[src/rtl/ivp_regs.svh]
// Register indices, field positions, reset values and vector constants of the interrupt unit
`ifndef IVP_REGS_SVH
`define IVP_REGS_SVH

// Register indices; the byte address on the bus is four times the index
`define IDX_PEND_LOWER      8'h10
`define IDX_MASK_LOWER      8'h11
`define IDX_PEND_UPPER      8'h12
`define IDX_MASK_UPPER      8'h13
`define IDX_SERVICE_SEL     8'h14
`define IDX_CONTROL         8'h15
`define IDX_VECTOR          8'h16
`define IDX_EVT_STATUS      8'h17
`define IDX_EVT_MASK        8'h18

// Reset values
`define RST_PEND            8'h00
`define RST_MASK            8'h00
`define RST_SERVICE_SEL     16'h0000
`define RST_CONTROL         1'b0

// Source numbers
`define SRC_SLOT_ZERO       4'h0
`define SRC_OUTPUT_EMPTY    4'h6
`define SRC_INPUT_FULL      4'h7
`define SRC_COMMAND_FULL    4'h8
`define SRC_SYNC_ONE        4'ha
`define SRC_SLOT_THIRTEEN   4'hd
`define SRC_NONMASKABLE     4'hf

// Priorities and vector bases
`define PRIO_NONMASKABLE    5'h1e
`define PRIO_SERVICE_BASE   5'h0f
`define PRIO_SERVICE_TOP    5'h1d
`define VEC_STD_BASE        24'hff2000
`define VEC_SVC_BASE        24'hff2040

// Vectors of individual sources, used to check the vector arithmetic
`define VEC_SLOT13_STD      24'hff203a
`define VEC_SLOT13_SVC      24'hff205a
`define VEC_SLOT8_STD       24'hff2030
`define VEC_SLOT8_SVC       24'hff2050
`define VEC_SLOT7_STD       24'hff200e
`define VEC_SLOT7_SVC       24'hff204e
`define VEC_SLOT6_STD       24'hff200c
`define VEC_SLOT6_SVC       24'hff204c
`define VEC_SLOT0_STD       24'hff2000
`define VEC_SYNC1_STD       24'hff2034
`define VEC_SYNC1_SVC       24'hff2054

// Event status bits
`define EVT_TAKEN           0
`define EVT_LOST            1
`define EVT_SHARED_SVC      2
`define EVT_WIDTH           3

`endif

[src/rtl/ivp_pkg.sv]
// Types and vector arithmetic shared by the interrupt unit
`include "ivp_regs.svh"
package ivp_pkg;
    typedef logic [3:0]  src_t;
    typedef logic [4:0]  prio_t;
    typedef logic [23:0] vec_t;

    // Priority level of a source, standard or transaction service
    function automatic prio_t prio_of(input src_t s, input logic svc);
        prio_t p;
        p = {1'b0, s};
        if (s == `SRC_NONMASKABLE) begin
            p = `PRIO_NONMASKABLE;
        end else if (svc) begin
            p = `PRIO_SERVICE_BASE + {1'b0, s};
        end
        return p;
    endfunction : prio_of

    // Vector address of a source, standard or transaction service
    // Standard table leaves a gap after source seven, so sources eight up sit 20h higher
    function automatic vec_t vec_of(input src_t s, input logic svc);
        vec_t v;
        if (svc && (s != `SRC_NONMASKABLE)) begin
            v = `VEC_SVC_BASE + {19'h00000, s, 1'b0};
        end else begin
            v = `VEC_STD_BASE + {18'h00000, s[3], s, 1'b0};
        end
        return v;
    endfunction : vec_of
endpackage : ivp_pkg

[src/rtl/ivp_pick_if.sv]
// Signals between the request merger, the priority picker and the core of the unit
`timescale 1ns/1ps
interface ivp_pick_if;
    logic [15:0]   req;
    logic [15:0]   active;
    logic [15:0]   svc_sel;
    logic          found;
    ivp_pkg::src_t src;
    ivp_pkg::prio_t prio;
    logic          use_svc;

    modport merge  (output req);
    modport picker (input active, input svc_sel, output found, output src, output prio,
                    output use_svc);
    modport core   (input req, output active, output svc_sel, input found, input src,
                    input prio, input use_svc);
endinterface : ivp_pick_if

[src/rtl/interrupt_vector_priority.sv]
// Interrupt unit: pending and enable registers, priority pick, vector output, APB slave
`timescale 1ns/1ps
`include "ivp_regs.svh"
module interrupt_vector_priority (
    input  wire logic                 i_mclk,
    input  wire logic                 i_rst_n,
    // APB slave
    input  wire logic                 i_psel,
    input  wire logic                 i_penable,
    input  wire logic                 i_pwrite,
    input  wire logic [11:0]          i_paddr,
    input  wire logic [31:0]          i_pwdata,
    output logic      [31:0]          o_prdata,
    output logic                      o_pready,
    output logic                      o_pslverr,
    // Peripheral requests
    input  wire logic                 i_nmi_request,
    input  wire logic                 i_external_pin_request,
    input  wire logic                 i_network_request,
    input  wire logic                 i_serial_receive_request,
    input  wire logic                 i_serial_transmit_request,
    input  wire logic                 i_sync_serial_channel_one,
    input  wire logic                 i_sync_serial_channel_zero,
    input  wire logic                 i_command_buffer_full,
    input  wire logic                 i_input_buffer_full,
    input  wire logic                 i_output_buffer_empty,
    input  wire logic                 i_convert_done,
    input  wire logic [3:0]           i_capture_compare_request,
    input  wire logic [19:0]          i_capture_compare_shared_request,
    // Core vector handshake
    output logic                      o_vec_valid,
    output logic      [23:0]          o_vec_addr,
    output logic      [4:0]           o_vec_prio,
    output logic      [3:0]           o_vec_src,
    output logic                      o_vec_service,
    input  wire logic                 i_vec_ack,
    // Event interrupt
    output logic                      o_irq
);
    ivp_pick_if bus ();

    logic [15:0]            pend_q;
    logic [15:0]            pend_d;
    logic [15:0]            mask_q;
    logic [15:0]            svc_sel_q;
    logic                   gie_q;
    logic [15:0]            enable_eff;
    logic                   take;
    logic [15:0]            take_clr;
    logic [7:0]             idx;
    logic                   setup;
    logic                   access_done;
    logic                   wr_done;
    logic                   rd_done;
    logic                   mapped;
    logic [31:0]            rdata_d;
    logic [31:0]            prdata_q;
    logic                   slverr_q;
    logic [`EVT_WIDTH-1:0]  evt_q;
    logic [`EVT_WIDTH-1:0]  evt_mask_q;
    logic [`EVT_WIDTH-1:0]  evt_set;
    logic                   vec_valid_q;
    ivp_pkg::vec_t          vec_addr_q;
    ivp_pkg::prio_t         vec_prio_q;
    ivp_pkg::src_t          vec_src_q;
    logic                   vec_svc_q;

    ivp_request_merge u_merge (
        .i_mclk                           (i_mclk),
        .i_rst_n                          (i_rst_n),
        .i_nmi_request                    (i_nmi_request),
        .i_external_pin_request           (i_external_pin_request),
        .i_network_request                (i_network_request),
        .i_serial_receive_request         (i_serial_receive_request),
        .i_serial_transmit_request        (i_serial_transmit_request),
        .i_sync_serial_channel_one        (i_sync_serial_channel_one),
        .i_sync_serial_channel_zero       (i_sync_serial_channel_zero),
        .i_command_buffer_full            (i_command_buffer_full),
        .i_input_buffer_full              (i_input_buffer_full),
        .i_output_buffer_empty            (i_output_buffer_empty),
        .i_convert_done                   (i_convert_done),
        .i_capture_compare_request        (i_capture_compare_request),
        .i_capture_compare_shared_request (i_capture_compare_shared_request),
        .bus                              (bus)
    );

    ivp_priority_pick u_pick (
        .bus (bus)
    );

    // APB decode; index is the word address
    assign idx         = i_paddr[9:2];
    assign setup       = i_psel && !i_penable;
    assign access_done = i_psel && i_penable;
    assign wr_done     = access_done && i_pwrite && !slverr_q;
    assign rd_done     = access_done && !i_pwrite && !slverr_q;
    assign o_pready    = access_done;
    assign o_prdata    = prdata_q;
    assign o_pslverr   = access_done && slverr_q;

    // Function of the index, used for both decode and read data
    function automatic logic is_mapped(input logic [7:0] a, input logic [11:0] full);
        logic ok;
        ok = (full[1:0] == 2'b00) && (full[11:10] == 2'b00) &&
             (a >= `IDX_PEND_LOWER) && (a <= `IDX_EVT_MASK);
        return ok;
    endfunction : is_mapped

    assign mapped = is_mapped(idx, i_paddr);

    // The non-maskable enable bit is tied on whatever software writes
    assign enable_eff = {1'b1, mask_q[14:0]};

    // Candidates: pending, enabled, and global enable unless non-maskable
    always_comb begin
        for (int i = 0; i < 16; i++) begin
            bus.active[i] = pend_q[i] && enable_eff[i] &&
                            (gie_q || (i == 15));
        end
    end

    // Non-maskable has no service form
    assign bus.svc_sel = {1'b0, svc_sel_q[14:0]};

    // Vector taken by the core clears the latched source
    assign take     = i_vec_ack && vec_valid_q;
    assign take_clr = take ? (16'h0001 << vec_src_q) : 16'h0000;

    // Pending register; a new detection wins over both clears
    always_comb begin
        pend_d = pend_q & ~take_clr;
        if (wr_done && (idx == `IDX_PEND_LOWER)) begin
            pend_d[7:0] = i_pwdata[7:0];
        end
        if (wr_done && (idx == `IDX_PEND_UPPER)) begin
            pend_d[15:8] = i_pwdata[7:0];
        end
        pend_d = pend_d | bus.req;
    end

    always_ff @(posedge i_mclk) begin
        if (!i_rst_n) begin
            pend_q <= {`RST_PEND, `RST_PEND};
        end else begin
            pend_q <= pend_d;
        end
    end

    // Enable, service select and control registers steer the pick
    always_ff @(posedge i_mclk) begin
        if (!i_rst_n) begin
            mask_q    <= {`RST_MASK, `RST_MASK};
            svc_sel_q <= `RST_SERVICE_SEL;
            gie_q     <= `RST_CONTROL;
        end else if (wr_done) begin
            if (idx == `IDX_MASK_LOWER) begin
                mask_q[7:0] <= i_pwdata[7:0];
            end
            if (idx == `IDX_MASK_UPPER) begin
                mask_q[15:8] <= i_pwdata[7:0];
            end
            if (idx == `IDX_SERVICE_SEL) begin
                svc_sel_q <= i_pwdata[15:0];
            end
            if (idx == `IDX_CONTROL) begin
                gie_q <= i_pwdata[0];
            end
        end
    end

    // Vector output; dropped for one cycle after a take so a stale pick is not reused
    always_ff @(posedge i_mclk) begin
        if (!i_rst_n) begin
            vec_valid_q <= 1'b0;
            vec_addr_q  <= 24'h000000;
            vec_prio_q  <= 5'h00;
            vec_src_q   <= 4'h0;
            vec_svc_q   <= 1'b0;
        end else begin
            vec_valid_q <= bus.found && !take;
            vec_addr_q  <= ivp_pkg::vec_of(bus.src, bus.use_svc);
            vec_prio_q  <= bus.prio;
            vec_src_q   <= bus.src;
            vec_svc_q   <= bus.use_svc;
        end
    end

    assign o_vec_valid   = vec_valid_q;
    assign o_vec_addr    = vec_addr_q;
    assign o_vec_prio    = vec_prio_q;
    assign o_vec_src     = vec_src_q;
    assign o_vec_service = vec_svc_q;

    // Events: taken vector, request lost on a set bit, source 0 or 13 taken in service form
    assign evt_set[`EVT_TAKEN]      = take;
    assign evt_set[`EVT_LOST]       = |(bus.req & pend_q & ~take_clr);
    assign evt_set[`EVT_SHARED_SVC] = take && vec_svc_q &&
                                      ((vec_src_q == `SRC_SLOT_ZERO) ||
                                       (vec_src_q == `SRC_SLOT_THIRTEEN));

    // Sticky status; a read clears only the bits it showed, so an event during setup survives
    always_ff @(posedge i_mclk) begin
        if (!i_rst_n) begin
            evt_q <= '0;
        end else if (rd_done && (idx == `IDX_EVT_STATUS)) begin
            evt_q <= (evt_q & ~prdata_q[`EVT_WIDTH-1:0]) | evt_set;
        end else begin
            evt_q <= evt_q | evt_set;
        end
    end

    always_ff @(posedge i_mclk) begin
        if (!i_rst_n) begin
            evt_mask_q <= '0;
        end else if (wr_done && (idx == `IDX_EVT_MASK)) begin
            evt_mask_q <= i_pwdata[`EVT_WIDTH-1:0];
        end
    end

    assign o_irq = |(evt_q & evt_mask_q);

    // Read data, captured in the setup cycle so it comes from a flip-flop
    always_comb begin
        rdata_d = 32'h00000000;
        unique case (idx)
            `IDX_PEND_LOWER:  rdata_d[7:0]  = pend_q[7:0];
            `IDX_MASK_LOWER:  rdata_d[7:0]  = mask_q[7:0];
            `IDX_PEND_UPPER:  rdata_d[7:0]  = pend_q[15:8];
            `IDX_MASK_UPPER:  rdata_d[7:0]  = mask_q[15:8];
            `IDX_SERVICE_SEL: rdata_d[15:0] = svc_sel_q;
            `IDX_CONTROL:     rdata_d[0]    = gie_q;
            `IDX_VECTOR:      rdata_d = {vec_valid_q, 1'b0, vec_svc_q, vec_prio_q, vec_addr_q};
            `IDX_EVT_STATUS:  rdata_d[`EVT_WIDTH-1:0] = evt_q;
            `IDX_EVT_MASK:    rdata_d[`EVT_WIDTH-1:0] = evt_mask_q;
            default:          rdata_d = 32'h00000000;
        endcase
    end

    always_ff @(posedge i_mclk) begin
        if (!i_rst_n) begin
            prdata_q <= 32'h00000000;
            slverr_q <= 1'b0;
        end else if (setup) begin
            prdata_q <= mapped ? rdata_d : 32'h00000000;
            slverr_q <= !mapped;
        end
    end
endmodule : interrupt_vector_priority

[src/rtl/ivp_request_merge.sv]
// Edge detection of peripheral requests and merging of the shared slot-zero sources
`timescale 1ns/1ps
module ivp_request_merge (
    input  wire logic        i_mclk,
    input  wire logic        i_rst_n,
    input  wire logic        i_nmi_request,
    input  wire logic        i_external_pin_request,
    input  wire logic        i_network_request,
    input  wire logic        i_serial_receive_request,
    input  wire logic        i_serial_transmit_request,
    input  wire logic        i_sync_serial_channel_one,
    input  wire logic        i_sync_serial_channel_zero,
    input  wire logic        i_command_buffer_full,
    input  wire logic        i_input_buffer_full,
    input  wire logic        i_output_buffer_empty,
    input  wire logic        i_convert_done,
    input  wire logic [3:0]  i_capture_compare_request,
    input  wire logic [19:0] i_capture_compare_shared_request,
    ivp_pick_if.merge        bus
);
    logic [14:1] level;
    logic [15:1] prev_q;
    logic [19:0] shared_prev_q;
    logic [19:0] shared_rise;
    logic        nmi_rise;

    // Request levels by source number; channel 0 ranks above channel 3
    assign level = {i_external_pin_request, i_network_request, i_serial_receive_request,
                    i_serial_transmit_request, i_sync_serial_channel_one,
                    i_sync_serial_channel_zero, i_command_buffer_full,
                    i_input_buffer_full, i_output_buffer_empty, i_convert_done,
                    i_capture_compare_request[0], i_capture_compare_request[1],
                    i_capture_compare_request[2], i_capture_compare_request[3]};

    // Previous levels, so that a held request is seen once
    always_ff @(posedge i_mclk) begin
        if (!i_rst_n) begin
            prev_q        <= 15'h0000;
            shared_prev_q <= 20'h00000;
        end else begin
            prev_q        <= {i_nmi_request, level};
            shared_prev_q <= i_capture_compare_shared_request;
        end
    end

    // Per-bit edges of the shared group, so a held bit does not mask a new one
    assign shared_rise = i_capture_compare_shared_request & ~shared_prev_q;
    assign nmi_rise    = i_nmi_request & ~prev_q[15];

    // One-cycle detection pulses per source
    assign bus.req = {nmi_rise, level & ~prev_q[14:1], |shared_rise};
endmodule : ivp_request_merge

[src/rtl/ivp_priority_pick.sv]
// Fixed-priority selection among active requests
`timescale 1ns/1ps
module ivp_priority_pick (
    ivp_pick_if.picker bus
);
    // Highest level wins; ties cannot occur since each level has one owner
    always_comb begin
        bus.found   = 1'b0;
        bus.src     = 4'h0;
        bus.prio    = 5'h00;
        bus.use_svc = 1'b0;
        for (int i = 0; i < 16; i++) begin
            if (bus.active[i] && (!bus.found ||
                ivp_pkg::prio_of(4'(i), bus.svc_sel[i]) > bus.prio)) begin
                bus.found   = 1'b1;
                bus.src     = 4'(i);
                bus.prio    = ivp_pkg::prio_of(4'(i), bus.svc_sel[i]);
                bus.use_svc = bus.svc_sel[i];
            end
        end
    end
endmodule : ivp_priority_pick

[config.mk]
export PLATFORM = sky130hd
export DESIGN_NAME = interrupt_vector_priority
export DESIGN_NICKNAME = d
export VERILOG_FILES = /design/src/rtl/ivp_pkg.sv /design/src/rtl/ivp_pick_if.sv /design/src/rtl/interrupt_vector_priority.sv /design/src/rtl/ivp_request_merge.sv /design/src/rtl/ivp_priority_pick.sv
export VERILOG_INCLUDE_DIRS = /design/src /design/src/rtl
export SDC_FILE = /design/constraint.sdc
export NUM_CORES = 1
export LEC_CHECK = 0
export ABC_AREA = 1
export BUFFER_PORTS_ARGS = -buffer_cell sky130_fd_sc_hd__buf_2
export CORE_ASPECT_RATIO = 0.7
export CORE_MARGIN = 1
export CORE_UTILIZATION = 35
export DETAILED_ROUTE_END_ITERATION = 10
export HOLD_SLACK_MARGIN = 0.02
export PLACE_DENSITY = 0.65
export SETUP_SLACK_MARGIN = 0.5
export SKIP_LAST_GASP = 1
export SLEW_MARGIN = 10
export SYNTH_ARGS = -nofsm -noshare
export SYNTH_HDL_FRONTEND = slang
export SYNTH_SLANG_ARGS = --single-unit
[constraint.sdc]
create_clock -name i_mclk -period 16.8 [get_ports i_mclk]
set_clock_uncertainty 0.2 [all_clocks]
set_input_delay 2.52 -clock i_mclk [delete_from_list [all_inputs] [get_ports i_mclk]]
set_output_delay 2.52 -clock i_mclk [all_outputs]
set_load 0.005 [all_outputs]
# Yosys cells after proc, flatten, opt, wreduce, memory -nomap -nowiden
# Index checks and enable logic that the tools add are counted.
word_totals:
  ff_bits: 158
  in_bits: 85
  out_inout_bits: 70
  elab_cells: 265
classes:
  addsub: 2
  n_lt_le_gt_ge: 17
  n_eq_ne: 11
  n_shift: 1
  mux: 89
  bitwise: 17
  n_reduce_logical: 111
op_table:
  columns: ["cell", "count"]
  rows:
  - ["two-way mux 5 bit", 30]
  - ["equality test 8 x 5 -> 1 bit, second input constant", 9]
  - ["> comparator 5 bit", 14]
  - ["logical AND 1 bit", 64]
  - ["bitwise AND 16 bit", 3]
  - ["two-way mux 4 bit", 9]
  - ["two-way mux 1 bit", 33]
  - ["two-way mux 16 bit", 2]
  - ["two-way mux 32 bit", 1]
  - ["case mux 5 bit (6 select lines)", 1]
  - ["two-way mux 24 bit", 1]
  - ["bitwise AND 20 bit", 1]
  - ["zero test 1 bit", 20]
  - ["inverter 20 bit", 1]
  - ["OR reduction 20 bit", 1]
  - ["adder 17 x 6 -> 18 bit, first input constant", 1]
  - ["adder 17 x 7 -> 18 bit, first input constant", 1]
  - ["logical OR 1 bit", 16]
  - ["two-way mux 8 bit", 2]
  - ["inverter 16 bit", 1]
  - ["bitwise OR 16 bit", 1]
  - ["case mux 2 bit (8 select lines)", 1]
  - ["case mux 8 bit (2 select lines)", 1]
  - ["OR reduction 16 bit", 1]
  - ["21 further kinds", 33]

# Logic depth before layout (Yosys ltp)
logic_depth:
  word_depth: 66
  depth_mapped: 145
  mapped_depth_nobuf: 145

# Hierarchy
# A second synthesis with hierarchy kept.
hier_totals:
  hier_cells: 1345
  hier_area_um2: 8668.3
by_module_without_submodules:
  columns: ["mod", "n_inst", "cells_per_inst", "area_each_um2", "seq_area_each_um2"]
  rows:
  - ["interrupt_vector_priority", 1, 732, 4911.0, 1881.8]
  - ["ivp_priority_pick", 1, 416, 2299.7, 0.0]
  - ["ivp_request_merge", 1, 197, 1457.6, 700.7]

# Worst setup path before layout
# No wires, ideal clock.
synth_timing:
  path_kind: "reg2reg"
  start: "reg gie_q"
  end: "reg vec_addr_q[5], in the netlist o_vec_addr[5]"
  setup_ns: 0.112
  t_arrival_ns: 13.567
  required_time_ns: 16.488
  setup_slack_ns: 2.921
  stages_incl_launch_ff: 133
  n_path_buf: 0
  period_less_slack_ns: 13.879
  cell_sequence: "dfxtp_1 inv_2 nor3_2 nor2_1 nor2_1 ha_1 nand4_1 nand2_1 nand2_1 nand2_1 nand2_1 nand2_1 ha_1 nand4_1 nand3_1 nand2_1 nand2_2 nand2_4 (+97 left out) nand3_1 nand2_1 inv_2 nor2_2 nand2_2 nand2_4 inv_2 or2_1 nand2_1 inv_1 ha_1 or2_2 nand2_1 nand2_2 nand2_4 nand3_1 nand2_1 nor2_1"
synth_via:
  elab_chain_cells: 65
  elab_cells_between_ends: 141
  classes_between: "add/sub (2); order compare (15); eq/ne (1); mux (62); reduce/logical (61)"
synth_rtl:
  columns: ["element", "line_no", "source"]
  rows:
  - ["start, declared", "interrupt_vector_priority.sv:46", "logic gie_q;"]
  - ["start signal, assigned", "interrupt_vector_priority.sv:154", "gie_q <= `RST_CONTROL;"]
  - ["start signal, assigned", "interrupt_vector_priority.sv:166", "gie_q <= i_pwdata[0];"]
  - ["branches (longest 64 deep; another with > comparator 5 bit)", null, null]
  - ["two-way mux 24 bit *", "ivp_pkg.sv:24", "if (svc && (s != `SRC_NONMASKABLE)) begin"]
  - ["end signal, assigned", "interrupt_vector_priority.sv:181", "vec_addr_q <= ivp_pkg::vec_of(bus.src, bus.use_svc);"]
  - ["end, declared", "interrupt_vector_priority.sv:63", "ivp_pkg::vec_t vec_addr_q;"]
# Every way passes the cells marked *.
# A chain may end at the register's enable or synchronous reset.

# Worst setup path after layout
layout_timing:
  start: "reg gie_q"
  end: "reg vec_prio_q[3], in the netlist o_vec_prio[3]"
layout_via:
  elab_chain_cells: 62
  elab_cells_between_ends: 106
  classes_between: "order compare (15); mux (31); reduce/logical (60)"
layout_rtl:
  columns: ["element", "line_no", "source"]
  rows:
  - ["logical AND 1 bit", "interrupt_vector_priority.sv:117", "bus.active[i] = pend_q[i] && enable_eff[i] &&"]
  - ["two-way mux 5 bit or two-way mux 1 bit (tied branches)", "ivp_priority_pick.sv:13", "if (bus.active[i] && (!bus.found ||"]
  - ["> comparator 5 bit or zero test 1 bit (tied branches)", "ivp_priority_pick.sv:14, ivp_priority_pick.sv:13", null]
  - ["logical OR 1 bit", "ivp_priority_pick.sv:13", null]
  - ["logical AND 1 bit", "ivp_priority_pick.sv:13", null]
  - ["two-way mux 5 bit or two-way mux 1 bit (tied branches)", "ivp_priority_pick.sv:13", null]
  - ["> comparator 5 bit or zero test 1 bit (tied branches)", "ivp_priority_pick.sv:14, ivp_priority_pick.sv:13", null]
  - ["logical OR 1 bit", "ivp_priority_pick.sv:13", null]
  - ["(+46 left out)", null, null]
  - ["> comparator 5 bit or zero test 1 bit (tied branches)", "ivp_priority_pick.sv:14, ivp_priority_pick.sv:13", null]
  - ["logical OR 1 bit", "ivp_priority_pick.sv:13", null]
  - ["logical AND 1 bit", "ivp_priority_pick.sv:13", null]
  - ["two-way mux 5 bit or two-way mux 1 bit (tied branches)", "ivp_priority_pick.sv:13", null]
  - ["> comparator 5 bit or zero test 1 bit (tied branches)", "ivp_priority_pick.sv:14, ivp_priority_pick.sv:13", null]
  - ["logical OR 1 bit", "ivp_priority_pick.sv:13", null]
  - ["logical AND 1 bit", "ivp_priority_pick.sv:13", null]
  - ["two-way mux 5 bit *", "ivp_priority_pick.sv:13", null]
  - ["end signal, assigned", "interrupt_vector_priority.sv:182", "vec_prio_q <= bus.prio;"]
  - ["end, declared", "interrupt_vector_priority.sv:64", "ivp_pkg::prio_t vec_prio_q;"]
# Every way passes the cells marked *; elsewhere a longest branch is shown, timed or not.

==> impl_results.md <==
- Final weighted congestion in routability-driven placement: 0.938
- PwrDens: approximately 76 nW/um^2
- FMAX: around 66 MHz
- Footprint of the multi-input gates: 4230 sq um
- Netlist cell types: between 40 and 50
- Synth Instances: roughly 1,200
- Crit-path max cell delay: around 430 ps
- DR vias/cell: ~5
- Initial core utilization: between 30% and 40%
- Die Y-Extent: around 130 um
- # H-tree levels: 4
- Clock network latency to the later pin of the worst-skew pair: approximately 420 ps
- RSZ-0062 raised after global routing: no
- Hold Path Class: reg -> reg
- R2R depth: 135
- Top-count cell post-synth: nand2_1
- Fillcell total: 2,238
- EDFF count, synth: 0
- Seq cells post-synth: between 100 and 150
- WL per Instance: approximately 14 um
- Cell area after layout: slightly below 10,000 sq um
- Max clock buf depth: 2
- Tmin final: 15,260 ps
- Die width: ~180 um
- Area leader, netlist: dfxtp_1
- Critical Setup Path Class: reg -> reg
- Slowest stage cell on the critical path: dfxtp_4
- Detailed-placement wirelength estimate: 17,300 um
- Gr usage total: between 20 and 25%
- Number of cell rows: 45
- Slew @ Worst Pin: 954 ps
- Max Slew Vio Count: 0
- Clock root buffer: clkbuf_16
- TritonCTS clock tree: yes
- Worst Setup Start Kind: flop
- Total power: 0.727 mW
- Sinks on Clock Net: ~130
- Routed vias: 8,008
- Die area: between 20,000 and 25,000 sq um
- Final WL: roughly 23,000 um
- Overflow after GRT: 0
- Pre-antenna DRT Iters: 5
- Initial antenna violation count: 0
- Hold buffer count at cts: 0
- # DRC: 0
- Most frequent CP cell: nand2_2
- IO Count: 155
- Worst-path clk slew: 60 ps
- TritonCTS buffer count: 17
- Max-Cap Viols: 0
- Synth async-reset ratio: 0%
- Worst ir drop on vdd: 0.0713 mV
- Share of cells above drive strength 1: between 20 and 25%
- Area fraction of the dominant cell type after synthesis: approximately 33%
- P&R area growth vs syn: 23.0%
- Tcrit/Tclk final: around nine tenths
- Largest net degree at the start of global routing: between 80 and 90
- Setup_tns: 0 ps
- Syn_area_per_cell: around 6.5 sq um
- Synth Flop Type: dfxtp_1
- Dpl cell area: ~8600 sq um
- CP Data Arrival Time: approximately 15,000 ps
- Register area share after synthesis: approximately a third
- Diodes inserted: 0
- Area of the core: roughly 22,000 sq um
- CP Max Fanout: 13
- Hold WS: 261 ps
- R2R Setup Slk: 1540 ps
- Hold path depth: 2
- Mapped cell area: 7810 sq um
- Run status: complete, no violations
- Largest cells by area after synthesis: dfxtp_1 (33%), nand2_1 (13%), inv_1 (12%)
- Setup violators final: 0
- Worst slew margin: between 30% and 40%
- Ys Warns: 0
- Synth top cells by count: nand2_1 (267), inv_1 (251), dfxtp_1 (129), a21oi_1 (88), o21ai_0 (77)
- Number of hold violations in the final report: 0
- Vias in the first global route: approximately 6,900
- Layout net count: between 1,000 and 1,500
- CP Data Required Time: roughly 17,000 ps
- IO buf count: between 100 and 150
- FF+latch area: around 2600 sq um
- Crit end category: flop
- First-pass GRT wire length: 36,500 um
- Final antenna-violating net count: 0
- DR iter-0 viols: 753
- Leak pwr: around 5 nW
-- cells in the final DEF (no fill, tap or decap), types with 34 or more instances in the layout --
master / synthesis / layout
o21ai_0: 77 / 68
nor3_1: 35 / 34
nand2_2: 18 / 36
nand3_1: 50 / 48
dfxtp_1: 129 / 127
nor2_1: 75 / 69
nand2_1: 267 / 244
a21oi_1: 88 / 87
buf_2: 0 / 128
inv_1: 251 / 242
-- kinds of logic after synthesis --
| kind of cell | count (synthesis) | share of synthesized area (%) |
|---|---|---|
| and+or+nand+nor | 487 | 27.6 |
| buffers and inverters | 313 | 16.4 |
| AOI/OAI and AO/OA | 229 | 16.6 |
| DFF | 129 | 33.1 |
| adders and majority gates | 39 | 6.25 |
| other | 1 | 0.0480 |
-- flip-flops by register name, indices dropped and copies added (netlist names) --
| register | cells |
|---|---|
| evt_q | 3 |
| o_vec_addr | 4 |
| mask_q | 16 |
| pend_q | 16 |
| o_vec_service | 1 |
| evt_mask_q | 3 |
| svc_sel_q | 16 |
| o_vec_valid | 1 |
| o_vec_src | 3 |
| u_merge.prev_q | 15 |
| gie_q | 1 |
| o_vec_prio | 5 |
| o_prdata | 24 |
| u_merge.shared_prev_q | 20 |
| slverr_q | 1 |
-- routing by layer --
| metal | vias up | wire length (um) | part of all wire, % | global-route usage [%] |
|---|---|---|---|---|
| met1 | 3628 | 11400 | 49 | 29.7 |
| met5 | - | 0 | 0 | 0 |
| met3 | 26 | 1780 | 7.6 | 3.85 |
| met2 | 291 | 9860 | 42 | 29.5 |
| met4 | 0 | 335 | 1.4 | 5.23 |
| li1 | 4063 | - | - | - |
-- per-stage QoR --
stage / instances / worst slack (ps) / util, %
finish: 1627 / 1540 / 44.1
global route: 1627 / 328 / 44.1
CTS: 1600 / 549 / 41.8
detailed placement: 1568 / 570 / 39.3
global placement: 1568 / 848 / 39.3
floorplan: 1207 / 2920 / -
-- layout make-up --
cell class	count	share of cell area, %
multi-input cells	765	44.0
clock buffers	19	4.61
repair buffers	157	9.06
well taps	282	3.67
clock inverters	13	1.19
flip-flops and latches	129	26.9
inverters	262	10.5
-- worst max-delay path, delay by kind of cell, from the launching register on --
kind / cells / cell delay, ps
AOI/OAI and AO/OA: 9 / 1070
adders and majority gates: 13 / 3370
and+or+nand+nor: 91 / 8510
DFF: 1 / 430
buffers and inverters: 22 / 1550
-- power breakdown --
part | internal [mW] | switching, mW | total [mW] | leakage (nW)
Sequential | 0.315 | 0.00571 | 0.321 | 1.06
Combinational | 0.0188 | 0.0348 | 0.0536 | 3.72
Clock | 0.207 | 0.145 | 0.352 | 0.273
Total | 0.541 | 0.186 | 0.727 | 5.05
-- timing repair --
item                       in CTS  in global routing
resized for setup               1                 90
setup endpoints to repair       4                 12
setup buffers                   0                 27
pin swaps                       0                 28
cloned                          0                  0
-- path summary, 6_finish.rpt --
kind / to / start
max: o_vec_prio[3]$_SDFF_PN0_ / gie_q$_SDFFE_PN0P_
min: evt_q[0]$_SDFF_PN0_ / evt_q[0]$_SDFF_PN0_
max reg2reg: o_vec_prio[3]$_SDFF_PN0_ / gie_q$_SDFFE_PN0P_
min reg2reg: evt_q[0]$_SDFF_PN0_ / evt_q[0]$_SDFF_PN0_
(Power assumes the default switching activity.)
